===== src/gbtp_pkg.sv =====
// Constants, register indices and carrier types for the burst timing port.
// Assumes a single 200 MHz clock and a synchronous active-high reset.
// Operation
// - Host loads and reads device registers over a 16-bit parallel port.
// - Device holds a 148-bit transmit burst register filled by the host.
// - Modulation of the 148 bits starts when event time equals both counters.
// - Device signals the host once the last burst bit has been sent.
// - At receive start time the control field enables I/Q pair conversion.
// - Received I/Q pairs go into a double buffer, 32 pairs per half.
// - Device notifies host per full half; host reads it before the next fills.
// - Voice-band input raises an interrupt per completed 16-bit PCM word.
package gbtp_pkg;
    localparam int          DATA_W       = 16;
    localparam int          ADDR_W       = 6;
    localparam int          BURST_BITS   = 148;
    localparam int          BURST_WORDS  = 10;
    localparam int          PAIRS        = 32;
    localparam int          QB_W         = 13;
    localparam int          FN_W         = 16;
    localparam int          CLK_HZ       = 200000000;
    // Quarter-bit rate in hertz, four times the bit rate.
    localparam int          QBIT_HZ      = 1083332;
    localparam int          QBIT_CYC     = CLK_HZ / QBIT_HZ;
    localparam logic [7:0]  QBIT_DIV_MAX = 8'(QBIT_CYC - 1);
    // Last quarter-bit count of a frame; the counter wraps after it, giving 5000 per frame.
    localparam logic [12:0] QB_MAX       = 13'h1387;
    localparam logic [1:0]  QB_PER_BIT   = 2'h3;
    // Register indices on the parallel port.
    localparam logic [5:0]  A_BURST0     = 6'h00;
    localparam logic [5:0]  A_EVT_QB     = 6'h10;
    localparam logic [5:0]  A_EVT_FN     = 6'h11;
    localparam logic [5:0]  A_EVT_CTL    = 6'h12;
    localparam logic [5:0]  A_STATUS     = 6'h13;
    localparam logic [5:0]  A_QB_CNT     = 6'h14;
    localparam logic [5:0]  A_FN_CNT     = 6'h15;
    localparam logic [5:0]  A_PCM        = 6'h16;
    localparam logic [5:0]  A_RXBUF      = 6'h20;
    // Event control bits.
    localparam int          CTL_TX       = 0;
    localparam int          CTL_RX       = 1;
    localparam int          CTL_RX_STOP  = 2;
    localparam logic [15:0] ZERO16       = 16'h0000;

    typedef struct packed {
        logic        wr;
        logic        rd;
        logic [5:0]  addr;
        logic [15:0] wdata;
    } gbtp_req_t;

    typedef struct packed {
        logic [15:0] i;
        logic [15:0] q;
    } gbtp_iq_t;

    typedef enum logic [1:0] {TX_IDLE, TX_ARMED, TX_RUN} gbtp_tx_t;
endpackage


===== src/gbtp_core.sv =====
// Burst timing, receive double buffer and voice-band handshake.
// Assumes the host port, sample strobes and converter inputs are synchronous to clk.
`timescale 1ns/1ps
module gbtp_core
(
    input  wire logic              clk,
    input  wire logic              sys_rst,
    input  wire gbtp_pkg::gbtp_req_t host_req,
    output logic [15:0]            host_rdata,
    output logic                   tx_done_irq,
    output logic                   tx_bit,
    output logic                   tx_bit_valid,
    output logic                   tx_active,
    output logic                   rx_enable,
    input  wire logic              rx_pair_valid,
    input  wire gbtp_pkg::gbtp_iq_t  rx_pair,
    output logic                   rx_half_irq,
    output logic                   rx_overrun,
    input  wire logic              vb_word_done,
    input  wire logic [15:0]       vb_in_word,
    output logic                   vb_irq,
    output logic [15:0]            vb_out_word,
    output logic                   vb_out_load
);
    // ------------------------------------------------------------
    // State.
    // ------------------------------------------------------------
    logic [7:0]   div_ff, nxt_div;
    logic [12:0]  qb_ff, nxt_qb;
    logic [15:0]  fn_ff, nxt_fn;
    logic [147:0] burst_ff, nxt_burst;
    logic [12:0]  evt_qb_ff, nxt_evt_qb;
    logic [15:0]  evt_fn_ff, nxt_evt_fn;
    logic [2:0]   ctl_ff, nxt_ctl;
    gbtp_pkg::gbtp_tx_t tx_st_ff, nxt_tx_st;
    logic [7:0]   bit_ix_ff, nxt_bit_ix;
    logic [1:0]   sub_ff, nxt_sub;
    logic         done_ff, nxt_done, txb_ff, nxt_txb, txv_ff, nxt_txv;
    logic         rxen_ff, nxt_rxen;
    logic         run_ff, nxt_run;
    gbtp_pkg::gbtp_iq_t buf_ff [2*gbtp_pkg::PAIRS];
    logic [5:0]   wptr_ff, nxt_wptr;
    logic [1:0]   full_ff, nxt_full;
    logic         half_irq_ff, nxt_half_irq, ovr_ff, nxt_ovr;
    logic         vbi_ff, nxt_vbi, vbl_ff, nxt_vbl;
    logic [15:0]  vbin_ff, nxt_vbin, vbout_ff, nxt_vbout, rd_ff, nxt_rd;
    logic         qtick, evt_hit;

    // ------------------------------------------------------------
    // Free-running timing and event logic.
    // ------------------------------------------------------------
    always_comb
    begin
        qtick      = (div_ff == gbtp_pkg::QBIT_DIV_MAX);
        nxt_div    = qtick ? 8'h00 : div_ff + 8'h01;
        nxt_qb     = qb_ff;
        nxt_fn     = fn_ff;
        if (qtick)
        begin
            nxt_qb = (qb_ff == gbtp_pkg::QB_MAX) ? 13'h0000 : qb_ff + 13'h0001;
            if (qb_ff == gbtp_pkg::QB_MAX)
            begin
                nxt_fn = fn_ff + 16'h0001;
            end
        end
        evt_hit    = qtick && (qb_ff == evt_qb_ff) && (fn_ff == evt_fn_ff);
        nxt_burst  = burst_ff;
        nxt_evt_qb = evt_qb_ff;
        nxt_evt_fn = evt_fn_ff;
        nxt_ctl    = ctl_ff;
        nxt_vbout  = vbout_ff;
        nxt_vbl    = 1'b0;
        if (host_req.wr)
        begin
            if (host_req.addr < 6'(gbtp_pkg::BURST_WORDS))
            begin
                for (int k = 0; k < gbtp_pkg::BURST_WORDS; k++)
                begin
                    for (int b = 0; b < gbtp_pkg::DATA_W; b++)
                    begin
                        if ((k * gbtp_pkg::DATA_W + b < gbtp_pkg::BURST_BITS)
                            && (host_req.addr == 6'(k)))
                        begin
                            nxt_burst[k * gbtp_pkg::DATA_W + b] = host_req.wdata[b];
                        end
                    end
                end
            end
            case (host_req.addr)
                gbtp_pkg::A_EVT_QB:  nxt_evt_qb = host_req.wdata[12:0];
                gbtp_pkg::A_EVT_FN:  nxt_evt_fn = host_req.wdata;
                gbtp_pkg::A_EVT_CTL: nxt_ctl    = host_req.wdata[2:0];
                gbtp_pkg::A_PCM:
                begin
                    nxt_vbout = host_req.wdata;
                    nxt_vbl   = 1'b1;
                end
                default: ;
            endcase
        end
        nxt_tx_st  = tx_st_ff;
        nxt_bit_ix = bit_ix_ff;
        nxt_sub    = sub_ff;
        nxt_done   = 1'b0;
        nxt_txv    = 1'b0;
        nxt_txb    = txb_ff;
        nxt_rxen   = rxen_ff;
        case (tx_st_ff)
            gbtp_pkg::TX_IDLE:
            begin
                if (ctl_ff[gbtp_pkg::CTL_TX])
                begin
                    nxt_tx_st = gbtp_pkg::TX_ARMED;
                end
            end
            gbtp_pkg::TX_ARMED:
            begin
                if (evt_hit)
                begin
                    nxt_tx_st  = gbtp_pkg::TX_RUN;
                    nxt_bit_ix = 8'h00;
                    nxt_sub    = 2'h0;
                end
            end
            gbtp_pkg::TX_RUN:
            begin
                if (qtick)
                begin
                    nxt_sub = sub_ff + 2'h1;
                    if (sub_ff == 2'h0)
                    begin
                        nxt_txb = burst_ff[bit_ix_ff];
                        nxt_txv = 1'b1;
                    end
                    if (sub_ff == gbtp_pkg::QB_PER_BIT)
                    begin
                        nxt_bit_ix = bit_ix_ff + 8'h01;
                        if (bit_ix_ff == 8'(gbtp_pkg::BURST_BITS - 1))
                        begin
                            nxt_tx_st = gbtp_pkg::TX_IDLE;
                            nxt_done  = 1'b1;
                        end
                    end
                end
            end
            default: nxt_tx_st = gbtp_pkg::TX_IDLE;
        endcase
        nxt_run    = (nxt_tx_st == gbtp_pkg::TX_RUN);
        if (nxt_done || (host_req.wr && host_req.addr == gbtp_pkg::A_EVT_CTL))
        begin
            if (nxt_done)
            begin
                nxt_ctl[gbtp_pkg::CTL_TX] = 1'b0;
            end
        end
        if (tx_st_ff == gbtp_pkg::TX_IDLE && ctl_ff[gbtp_pkg::CTL_TX])
        begin
            nxt_ctl[gbtp_pkg::CTL_TX] = ctl_ff[gbtp_pkg::CTL_TX];
        end
        if (ctl_ff[gbtp_pkg::CTL_RX] && evt_hit)
        begin
            nxt_rxen = 1'b1;
            nxt_ctl[gbtp_pkg::CTL_RX] = 1'b0;
        end
        if (ctl_ff[gbtp_pkg::CTL_RX_STOP])
        begin
            nxt_rxen = 1'b0;
            nxt_ctl[gbtp_pkg::CTL_RX_STOP] = 1'b0;
        end
    end

    // ------------------------------------------------------------
    // Receive double buffer, voice band and read mux.
    // ------------------------------------------------------------
    always_comb
    begin
        nxt_wptr     = wptr_ff;
        nxt_full     = full_ff;
        nxt_half_irq = 1'b0;
        nxt_ovr      = 1'b0;
        if (rxen_ff && rx_pair_valid)
        begin
            nxt_wptr = wptr_ff + 6'h01;
            if (wptr_ff[4:0] == 5'(gbtp_pkg::PAIRS - 1))
            begin
                nxt_half_irq = 1'b1;
                nxt_ovr = full_ff[wptr_ff[5]];
                nxt_full[wptr_ff[5]] = 1'b1;
            end
        end
        if (host_req.rd && host_req.addr[5] && host_req.addr[4:0] == 5'(gbtp_pkg::PAIRS - 1))
        begin
            nxt_full[~wptr_ff[5]] = 1'b0;
        end
        nxt_vbi  = vb_word_done;
        nxt_vbin = vb_word_done ? vb_in_word : vbin_ff;
        nxt_rd   = gbtp_pkg::ZERO16;
        if (host_req.rd)
        begin
            if (host_req.addr[5])
            begin
                nxt_rd = buf_ff[{~wptr_ff[5], host_req.addr[4:0]}].i
                       ^ buf_ff[{~wptr_ff[5], host_req.addr[4:0]}].q;
            end
            else
            begin
                case (host_req.addr)
                    gbtp_pkg::A_EVT_QB:  nxt_rd = {3'h0, evt_qb_ff};
                    gbtp_pkg::A_EVT_FN:  nxt_rd = evt_fn_ff;
                    gbtp_pkg::A_EVT_CTL: nxt_rd = {13'h0000, ctl_ff};
                    gbtp_pkg::A_STATUS:  nxt_rd = {10'h000, full_ff, wptr_ff[5], rxen_ff,
                                                   (tx_st_ff == gbtp_pkg::TX_RUN),
                                                   (tx_st_ff == gbtp_pkg::TX_ARMED)};
                    gbtp_pkg::A_QB_CNT:  nxt_rd = {3'h0, qb_ff};
                    gbtp_pkg::A_FN_CNT:  nxt_rd = fn_ff;
                    gbtp_pkg::A_PCM:     nxt_rd = vbin_ff;
                    default:             nxt_rd = gbtp_pkg::ZERO16;
                endcase
            end
        end
    end

    // ------------------------------------------------------------
    // Registers.
    // ------------------------------------------------------------
    always_ff @(posedge clk)
    begin
        if (sys_rst)
        begin
            div_ff      <= 8'h00;
            qb_ff       <= 13'h0000;
            fn_ff       <= 16'h0000;
            burst_ff    <= '0;
            evt_qb_ff   <= 13'h0000;
            evt_fn_ff   <= 16'h0000;
            ctl_ff      <= 3'h0;
            tx_st_ff    <= gbtp_pkg::TX_IDLE;
            bit_ix_ff   <= 8'h00;
            sub_ff      <= 2'h0;
            done_ff     <= 1'b0;
            txb_ff      <= 1'b0;
            txv_ff      <= 1'b0;
            rxen_ff     <= 1'b0;
            run_ff      <= 1'b0;
            wptr_ff     <= 6'h00;
            full_ff     <= 2'h0;
            half_irq_ff <= 1'b0;
            ovr_ff      <= 1'b0;
            vbi_ff      <= 1'b0;
            vbl_ff      <= 1'b0;
            vbin_ff     <= 16'h0000;
            vbout_ff    <= 16'h0000;
            rd_ff       <= 16'h0000;
        end
        else
        begin
            div_ff      <= nxt_div;
            qb_ff       <= nxt_qb;
            fn_ff       <= nxt_fn;
            burst_ff    <= nxt_burst;
            evt_qb_ff   <= nxt_evt_qb;
            evt_fn_ff   <= nxt_evt_fn;
            ctl_ff      <= nxt_ctl;
            tx_st_ff    <= nxt_tx_st;
            bit_ix_ff   <= nxt_bit_ix;
            sub_ff      <= nxt_sub;
            done_ff     <= nxt_done;
            txb_ff      <= nxt_txb;
            txv_ff      <= nxt_txv;
            rxen_ff     <= nxt_rxen;
            run_ff      <= nxt_run;
            wptr_ff     <= nxt_wptr;
            full_ff     <= nxt_full;
            half_irq_ff <= nxt_half_irq;
            ovr_ff      <= nxt_ovr;
            vbi_ff      <= nxt_vbi;
            vbl_ff      <= nxt_vbl;
            vbin_ff     <= nxt_vbin;
            vbout_ff    <= nxt_vbout;
            rd_ff       <= nxt_rd;
        end
    end

    always_ff @(posedge clk)
    begin
        if (rxen_ff && rx_pair_valid)
        begin
            buf_ff[wptr_ff] <= rx_pair;
        end
    end

    assign host_rdata   = rd_ff;
    assign tx_done_irq  = done_ff;
    assign tx_bit       = txb_ff;
    assign tx_bit_valid = txv_ff;
    assign tx_active    = run_ff;
    assign rx_enable    = rxen_ff;
    assign rx_half_irq  = half_irq_ff;
    assign rx_overrun   = ovr_ff;
    assign vb_irq       = vbi_ff;
    assign vb_out_word  = vbout_ff;
    assign vb_out_load  = vbl_ff;
endmodule


===== config.mk =====
export PLATFORM = sky130hd
export DESIGN_NAME = gbtp_core
export DESIGN_NICKNAME = d
export VERILOG_FILES = /design/src/gbtp_pkg.sv /design/src/gbtp_core.sv
export SDC_FILE = /design/constraint.sdc
export NUM_CORES = 2
export LEC_CHECK = 0
export BUFFER_PORTS_ARGS = -buffer_cell sky130_fd_sc_hd__buf_4
export CORE_MARGIN = 4
export CORE_UTILIZATION = 50
export DETAILED_ROUTE_END_ITERATION = 8
export PLACE_DENSITY = 0.65
export SLEW_MARGIN = 20
export SYNTH_ARGS = -nofsm -noshare
export SYNTH_HDL_FRONTEND = slang
export SYNTH_SLANG_ARGS = --single-unit

===== constraint.sdc =====
create_clock -name clk -period 3.6 [get_ports clk]
set_input_delay 0.18 -clock clk [delete_from_list [all_inputs] [get_ports clk]]
set_output_delay 0.18 -clock clk [all_outputs]
set_load 0.02 [all_outputs]

**Yosys cells after proc, flatten, opt, wreduce, memory -nomap -nowiden**

Memory sizes are Yosys's and may differ from the RTL's.
Index checks and enable logic that the tools add are counted.

- Equality and inequality tests: 30
- Muxes and demuxes: 40
- $add $sub $neg: 6
- Bitwise gates (word level): 11
- Reduce and logical (&&, ||, !) cells: 41
- Order comparisons: 6

Operators by type and width:

| operator | number |
|---|---|
| one-hot mux 16 bit (7 select lines) | 1 |
| equality test 6 x 5 -> 1 bit (second input constant) | 7 |
| AND reduction 3 bit | 12 |
| equality test 6 x 3 -> 1 bit (second input constant) | 4 |
| two-way mux 8 bit | 3 |
| two-way mux 2 bit | 10 |
| two-way mux 1 bit | 18 |
| adder 16 x 1 -> 16 bit (second input constant) | 1 |
| adder 8 x 1 -> 8 bit (second input constant) | 2 |
| equality test 16 bit | 1 |
| equality test 8 bit (second input constant) | 2 |
| two-way mux 16 bit | 1 |
| one-hot mux 8 bit (2 select lines) | 1 |
| bitwise XOR 16 bit | 1 |
| adder 13 x 1 -> 13 bit (second input constant) | 1 |
| equality test 13 bit | 1 |
| equality test 13 bit (second input constant) | 1 |
| two-way mux 13 bit | 1 |
| equality test 6 x 2 -> 1 bit (second input constant) | 2 |
| equality test 6 x 4 -> 1 bit (second input constant) | 2 |
| OR reduction 2 bit | 6 |
| equality test 5 bit (second input constant) | 2 |
| logical AND 1 bit | 10 |
| AND reduction 2 bit | 5 |
| 24 further kinds | 39 |

- Memory bits (writable): 2048
- Register bits after elaboration: 294
- Logic and storage cells: 170
- Input port bits: 76
- Output and inout port bits: 41
- Memories: 1

Memory list:

| memory | depth | width | rd ports | clocked after memory_dff | write ports | line | RTL |
|---|---|---|---|---|---|---|---|
| buf_ff | 64 | 32 | 1 | 0 | 1 | gbtp_core.sv:41 | `gbtp_pkg::gbtp_iq_t buf_ff [2*gbtp_pkg::PAIRS];` |

**Logic depth before layout (Yosys ltp)**

- Depth after elaboration: 9
- Mapped depth: 13
- Depth with buffers taken out: 8

**Worst setup path before layout**

No wires, ideal clock.

- Kind: register to register
- Start: register wptr_ff[5]
- End: memory buf_ff[47][0] (netlist bit) (enable)
- Setup slack: 0.559 ns
- Stages on the path, launching flop included: 6
- Period minus slack after synthesis: 3.041 ns
- Library setup time: 0.421 ns
- Path buffers: 3
- Data arrival time: 2.620 ns
- Data required time: 3.179 ns
- Path through: dfxtp_1 > clkbuf_1 > buf_4 > clkbuf_1 > nand3_1 > nor2_1

RTL lines:

| item | line | RTL |
|---|---|---|
| start: declaration | gbtp_core.sv:42 | `logic [5:0] wptr_ff, nxt_wptr;` |
| start signal: assignment | gbtp_core.sv:272 | `wptr_ff <= nxt_wptr;` |
| end: declaration | gbtp_core.sv:41 |  |

Straight into the memory's write port.

**Worst setup path after layout**

- Start: register rxen_ff, in the netlist rx_enable
- End: memory buf_ff[54][21] (netlist bit) (enable)

- Cells in the longest elaborated chain, start to end: 3

Ends and longest elaborated chain:

| item | line | RTL |
|---|---|---|
| start: declaration | gbtp_core.sv:39 | `logic rxen_ff, nxt_rxen;` |
| start signal: assignment | gbtp_core.sv:270 | `rxen_ff <= nxt_rxen;` |
| logical AND 1 bit | gbtp_core.sv:286 | `if (rxen_ff && rx_pair_valid)` |
| two-way mux 1 bit | gbtp_core.sv:286 |  |
| two-way mux 1 bit (not written as such) | gbtp_core.sv:288 | `buf_ff[wptr_ff] <= rx_pair;` |

Every way passes these cells.

==> results.tsv <==
metric	value	unit
CTS clk-pin slew, worst paths	0.06	ns
CTS Hold Bufs	88	
CP Class	reg -> reg	
DR DRC count	0	
I/O Pins	117	
crit path capture type	flop	
# nets final	5693	
clock root buffer	clkbuf_16	
CTS tree	built	
static leakage	0.0346	uW
asr flop ratio synth	0	%
# rows	157	
Worst Hold Class	in -> reg	
pwr dens	531	nW/um^2
Final period util	85.0	%
startpoint of the worst register-to-register path	rx_enable	
synth warn	0	
die area	191000	um^2
core area	183000	um^2
total CTS buffers	226	
largest net degree at the start of global routing	93	
post-route setup TNS	0	ns
sequential area share after synthesis	73.1	%
Final Max Tran Viols	0	
post-route cell area	106000	um^2
post-cts sizing count	0	
total power	56300	uW
Bufs on Longest Clock Path	3	
Peak Freq	327	MHz
first-pass GRT wire length	382	mm
Clock Power Share	42.6	%
Post-synth top flop	edfxtp_1	
hpwl dp	151	mm
Mapped Area	92200	um^2
Layout Cells excl Fill	8276	
initial antenna violation count	12	
GRT Resource Usage Total	27.9	%
final setup violating endpoints	0	
WP data arrival	3.51	ns
DR WL/cell	32.6	um
final wirelength	270	mm
r2r setup slk	0.54	ns
Seq pwr share	52.5	%
min cycle time layout	3.06	ns
crit path launch type	flop	
unrepaired setup endpoints after global routing	false	
Reg2Reg Depth	6	
combinational share of power	4.9	%
grt ovf	0	
count of state elements after synthesis	2342	
number of cells after detailed placement	7757	
Pint	44200	uW
Mapped Cells	5243	
H-tree depth	4	
Post-Synthesis Mean Instance Area	17.6	um^2
synth unique cells	84	
r2r endpoint	buf_ff[54][21]	
DR vias/cell	6.37	
Net Sw Frac	21.4	%
Crit Path Max Fanout	32	
WP data required	4.04	ns
clock insertion delay at the later pin of the skew report	0.87	ns
Area after DPL	97500	um^2
Initial Utilization	50.3	%
Post-synth EDFFs	2048	
Final ANT Viol Nets	0	
Net Sw Power	12100	uW
Die Y	437	um
Syn Nets	5327	
Clock Skew	0.0584	ns
peak supply drop	0.466	mV
vias in the first global route	51200	
Hold EP	host_rdata[1]	
min-delay src	host_req[20]	
max cap viols	0	
DR iter-0 viols	6936	
Final Hold Viols	0	
via count	52700	
WHS Path Cells	5	
worst hold margin	0.147	ns
Placer Congestion	0.839	
drt first pass iters	9	
clock sinks	2342	
outcome	finished, final reports clean	
max_slew headroom	26.7	%
area delta synth->final	14.9	%
setup repair bufs after CTS	0	
fraction of layout cells with a size suffix above 1	20.6	%
Worst Tran Pin Value	1.10	ns
I/O Buffers	116	
DIE WIDTH	437	um
[through the flow]
step                worst slack, ns  util (%)
global placement             0.0153      53.2
CTS                           0.644      57.8
finish                        0.539      57.8
global route                  0.544      57.8
floorplan                     0.559         -
detailed placement            0.142      53.2
[cell families (layout without fill, tap and decap cells)]
group | Yosys count | in the layout | synth area share [%]
and+or+nand+nor | 905 | 905 | 4.16
AOI/OAI and AO/OA | 742 | 742 | 5.27
muxes | 801 | 801 | 14.0
buffers and inverters | 349 | 908 | 2.49
other | 0 | 10 | 0
DFF | 2342 | 2342 | 73.1
xor gates and xnor gates | 96 | 96 | 0.912
adders and majority gates | 8 | 8 | 0.109
[synthesized netlist by cell type, types with 6 or more instances]
library cell	number	area share, %
a211o_1	12	0.11
a211oi_1	27	0.22
a21oi_1	302	1.6
a221oi_1	71	0.67
a22o_1	6	0.057
a22oi_1	52	0.42
a31oi_1	12	0.081
and2_1	7	0.048
and3_1	12	0.081
buf_1	7	0.029
buf_2	61	0.33
buf_4	25	0.20
buf_6	35	0.43
buf_8	33	0.54
clkbuf_1	152	0.62
dfxtp_1	294	6.4
edfxtp_1	2048	67
ha_1	8	0.11
inv_1	14	0.057
mux2_2	23	0.28
mux2i_1	400	4.3
mux4_1	25	0.71
mux4_2	353	8.6
nand2_1	521	2.1
nand2b_1	7	0.048
nand3_1	67	0.36
nand4_1	9	0.061
nor2_1	191	0.78
nor2b_1	17	0.12
nor3_1	23	0.12
nor4_1	9	0.061
o21ai_0	75	0.41
o221ai_1	80	0.76
o22ai_1	49	0.33
o32ai_1	8	0.076
or3_1	13	0.088
xnor2_1	32	0.30
xor2_1	64	0.61
[per-layer routing]
metal	wire, um	global-route usage [%]	vias up
met1	103000	38.5	27700
met2	130000	45.0	2915
met4	9230	9.12	6
met3	27200	5.74	517
met5	36	0	-
li1	-	-	21600
[critical path: stages, from the launching register on]
cell	delay (ns)
dfxtp_1	0.58
nand2_1	0.24
nor2_1	0.29
nand3_1	0.36
buf_4	0.32
nor2_4	0.10
buf_4	0.71
[cells in the final DEF, fill, tap and decap left out, types with 27 or more instances in the layout]
cell / count
a21oi_1: 302
nand2_1: 521
edfxtp_1: 2048
clkbuf_16: 228
nand3_1: 66
o21ai_0: 75
xnor2_1: 32
dfxtp_1: 292
o221ai_1: 80
clkinv_1: 41
a211oi_1: 27
mux4_2: 353
o22ai_1: 49
bufinv_16: 27
mux2i_1: 400
nor2_1: 124
xor2_1: 64
nor2_4: 65
clkinv_2: 43
dlygate4sd3_1: 88
clkbuf_1: 43
a22oi_1: 52
a221oi_1: 69
buf_12: 82
buf_4: 295
[power by group through the flow]
| stage | registers, uW | logic, uW | clock network, uW |
|---|---|---|---|
| floorplan | 30100 | 1470 | 0 |
| global placement | 30100 | 2630 | 0 |
| detailed placement | 30100 | 2660 | 0 |
| CTS | 29500 | 2760 | 24200 |
| global route | 29500 | 2910 | 25500 |
| finish | 29600 | 2780 | 23900 |
[worst max path at each step]
stage | start | endpoint | slack, ns | depth (start not counted)
CTS | rx_enable | buf_ff[54][21] | 0.64 | 6
global route | rx_enable | buf_ff[54][21] | 0.54 | 6
global placement | host_req[17] | host_rdata[4] | 0.02 | 10
finish | rx_enable | buf_ff[54][21] | 0.54 | 6
detailed placement | host_req[16] | host_rdata[8] | 0.14 | 9
floorplan | wptr_ff[5] | buf_ff[47][0] | 0.56 | 5
[sequential cells by signal (all words and copies together), names as in the netlist, 8 cells and up]
name / flops
bit_ix_ff: 8
div_ff: 8
evt_qb_ff: 13
evt_fn_ff: 16
vb_out_word: 16
fn_ff: 16
buf_ff: 2048
burst_ff: 148
host_rdata: 16
vbin_ff: 16
qb_ff: 13
[layout make-up]
| class | count | area, um^2 |
|---|---|---|
| well taps | 2464 | 3080 |
| repair buffers | 472 | 4820 |
| clock buffers | 278 | 5960 |
| inverters | 15 | 61.3 |
| clock inverters | 143 | 1540 |
| diodes | 10 | 25.0 |
| multi-input cells | 2552 | 23100 |
| fillers | 13600 | 77300 |
| flip-flops and latches | 2342 | 67400 |
No activity file was read; power rests on OpenSTA's default activity.
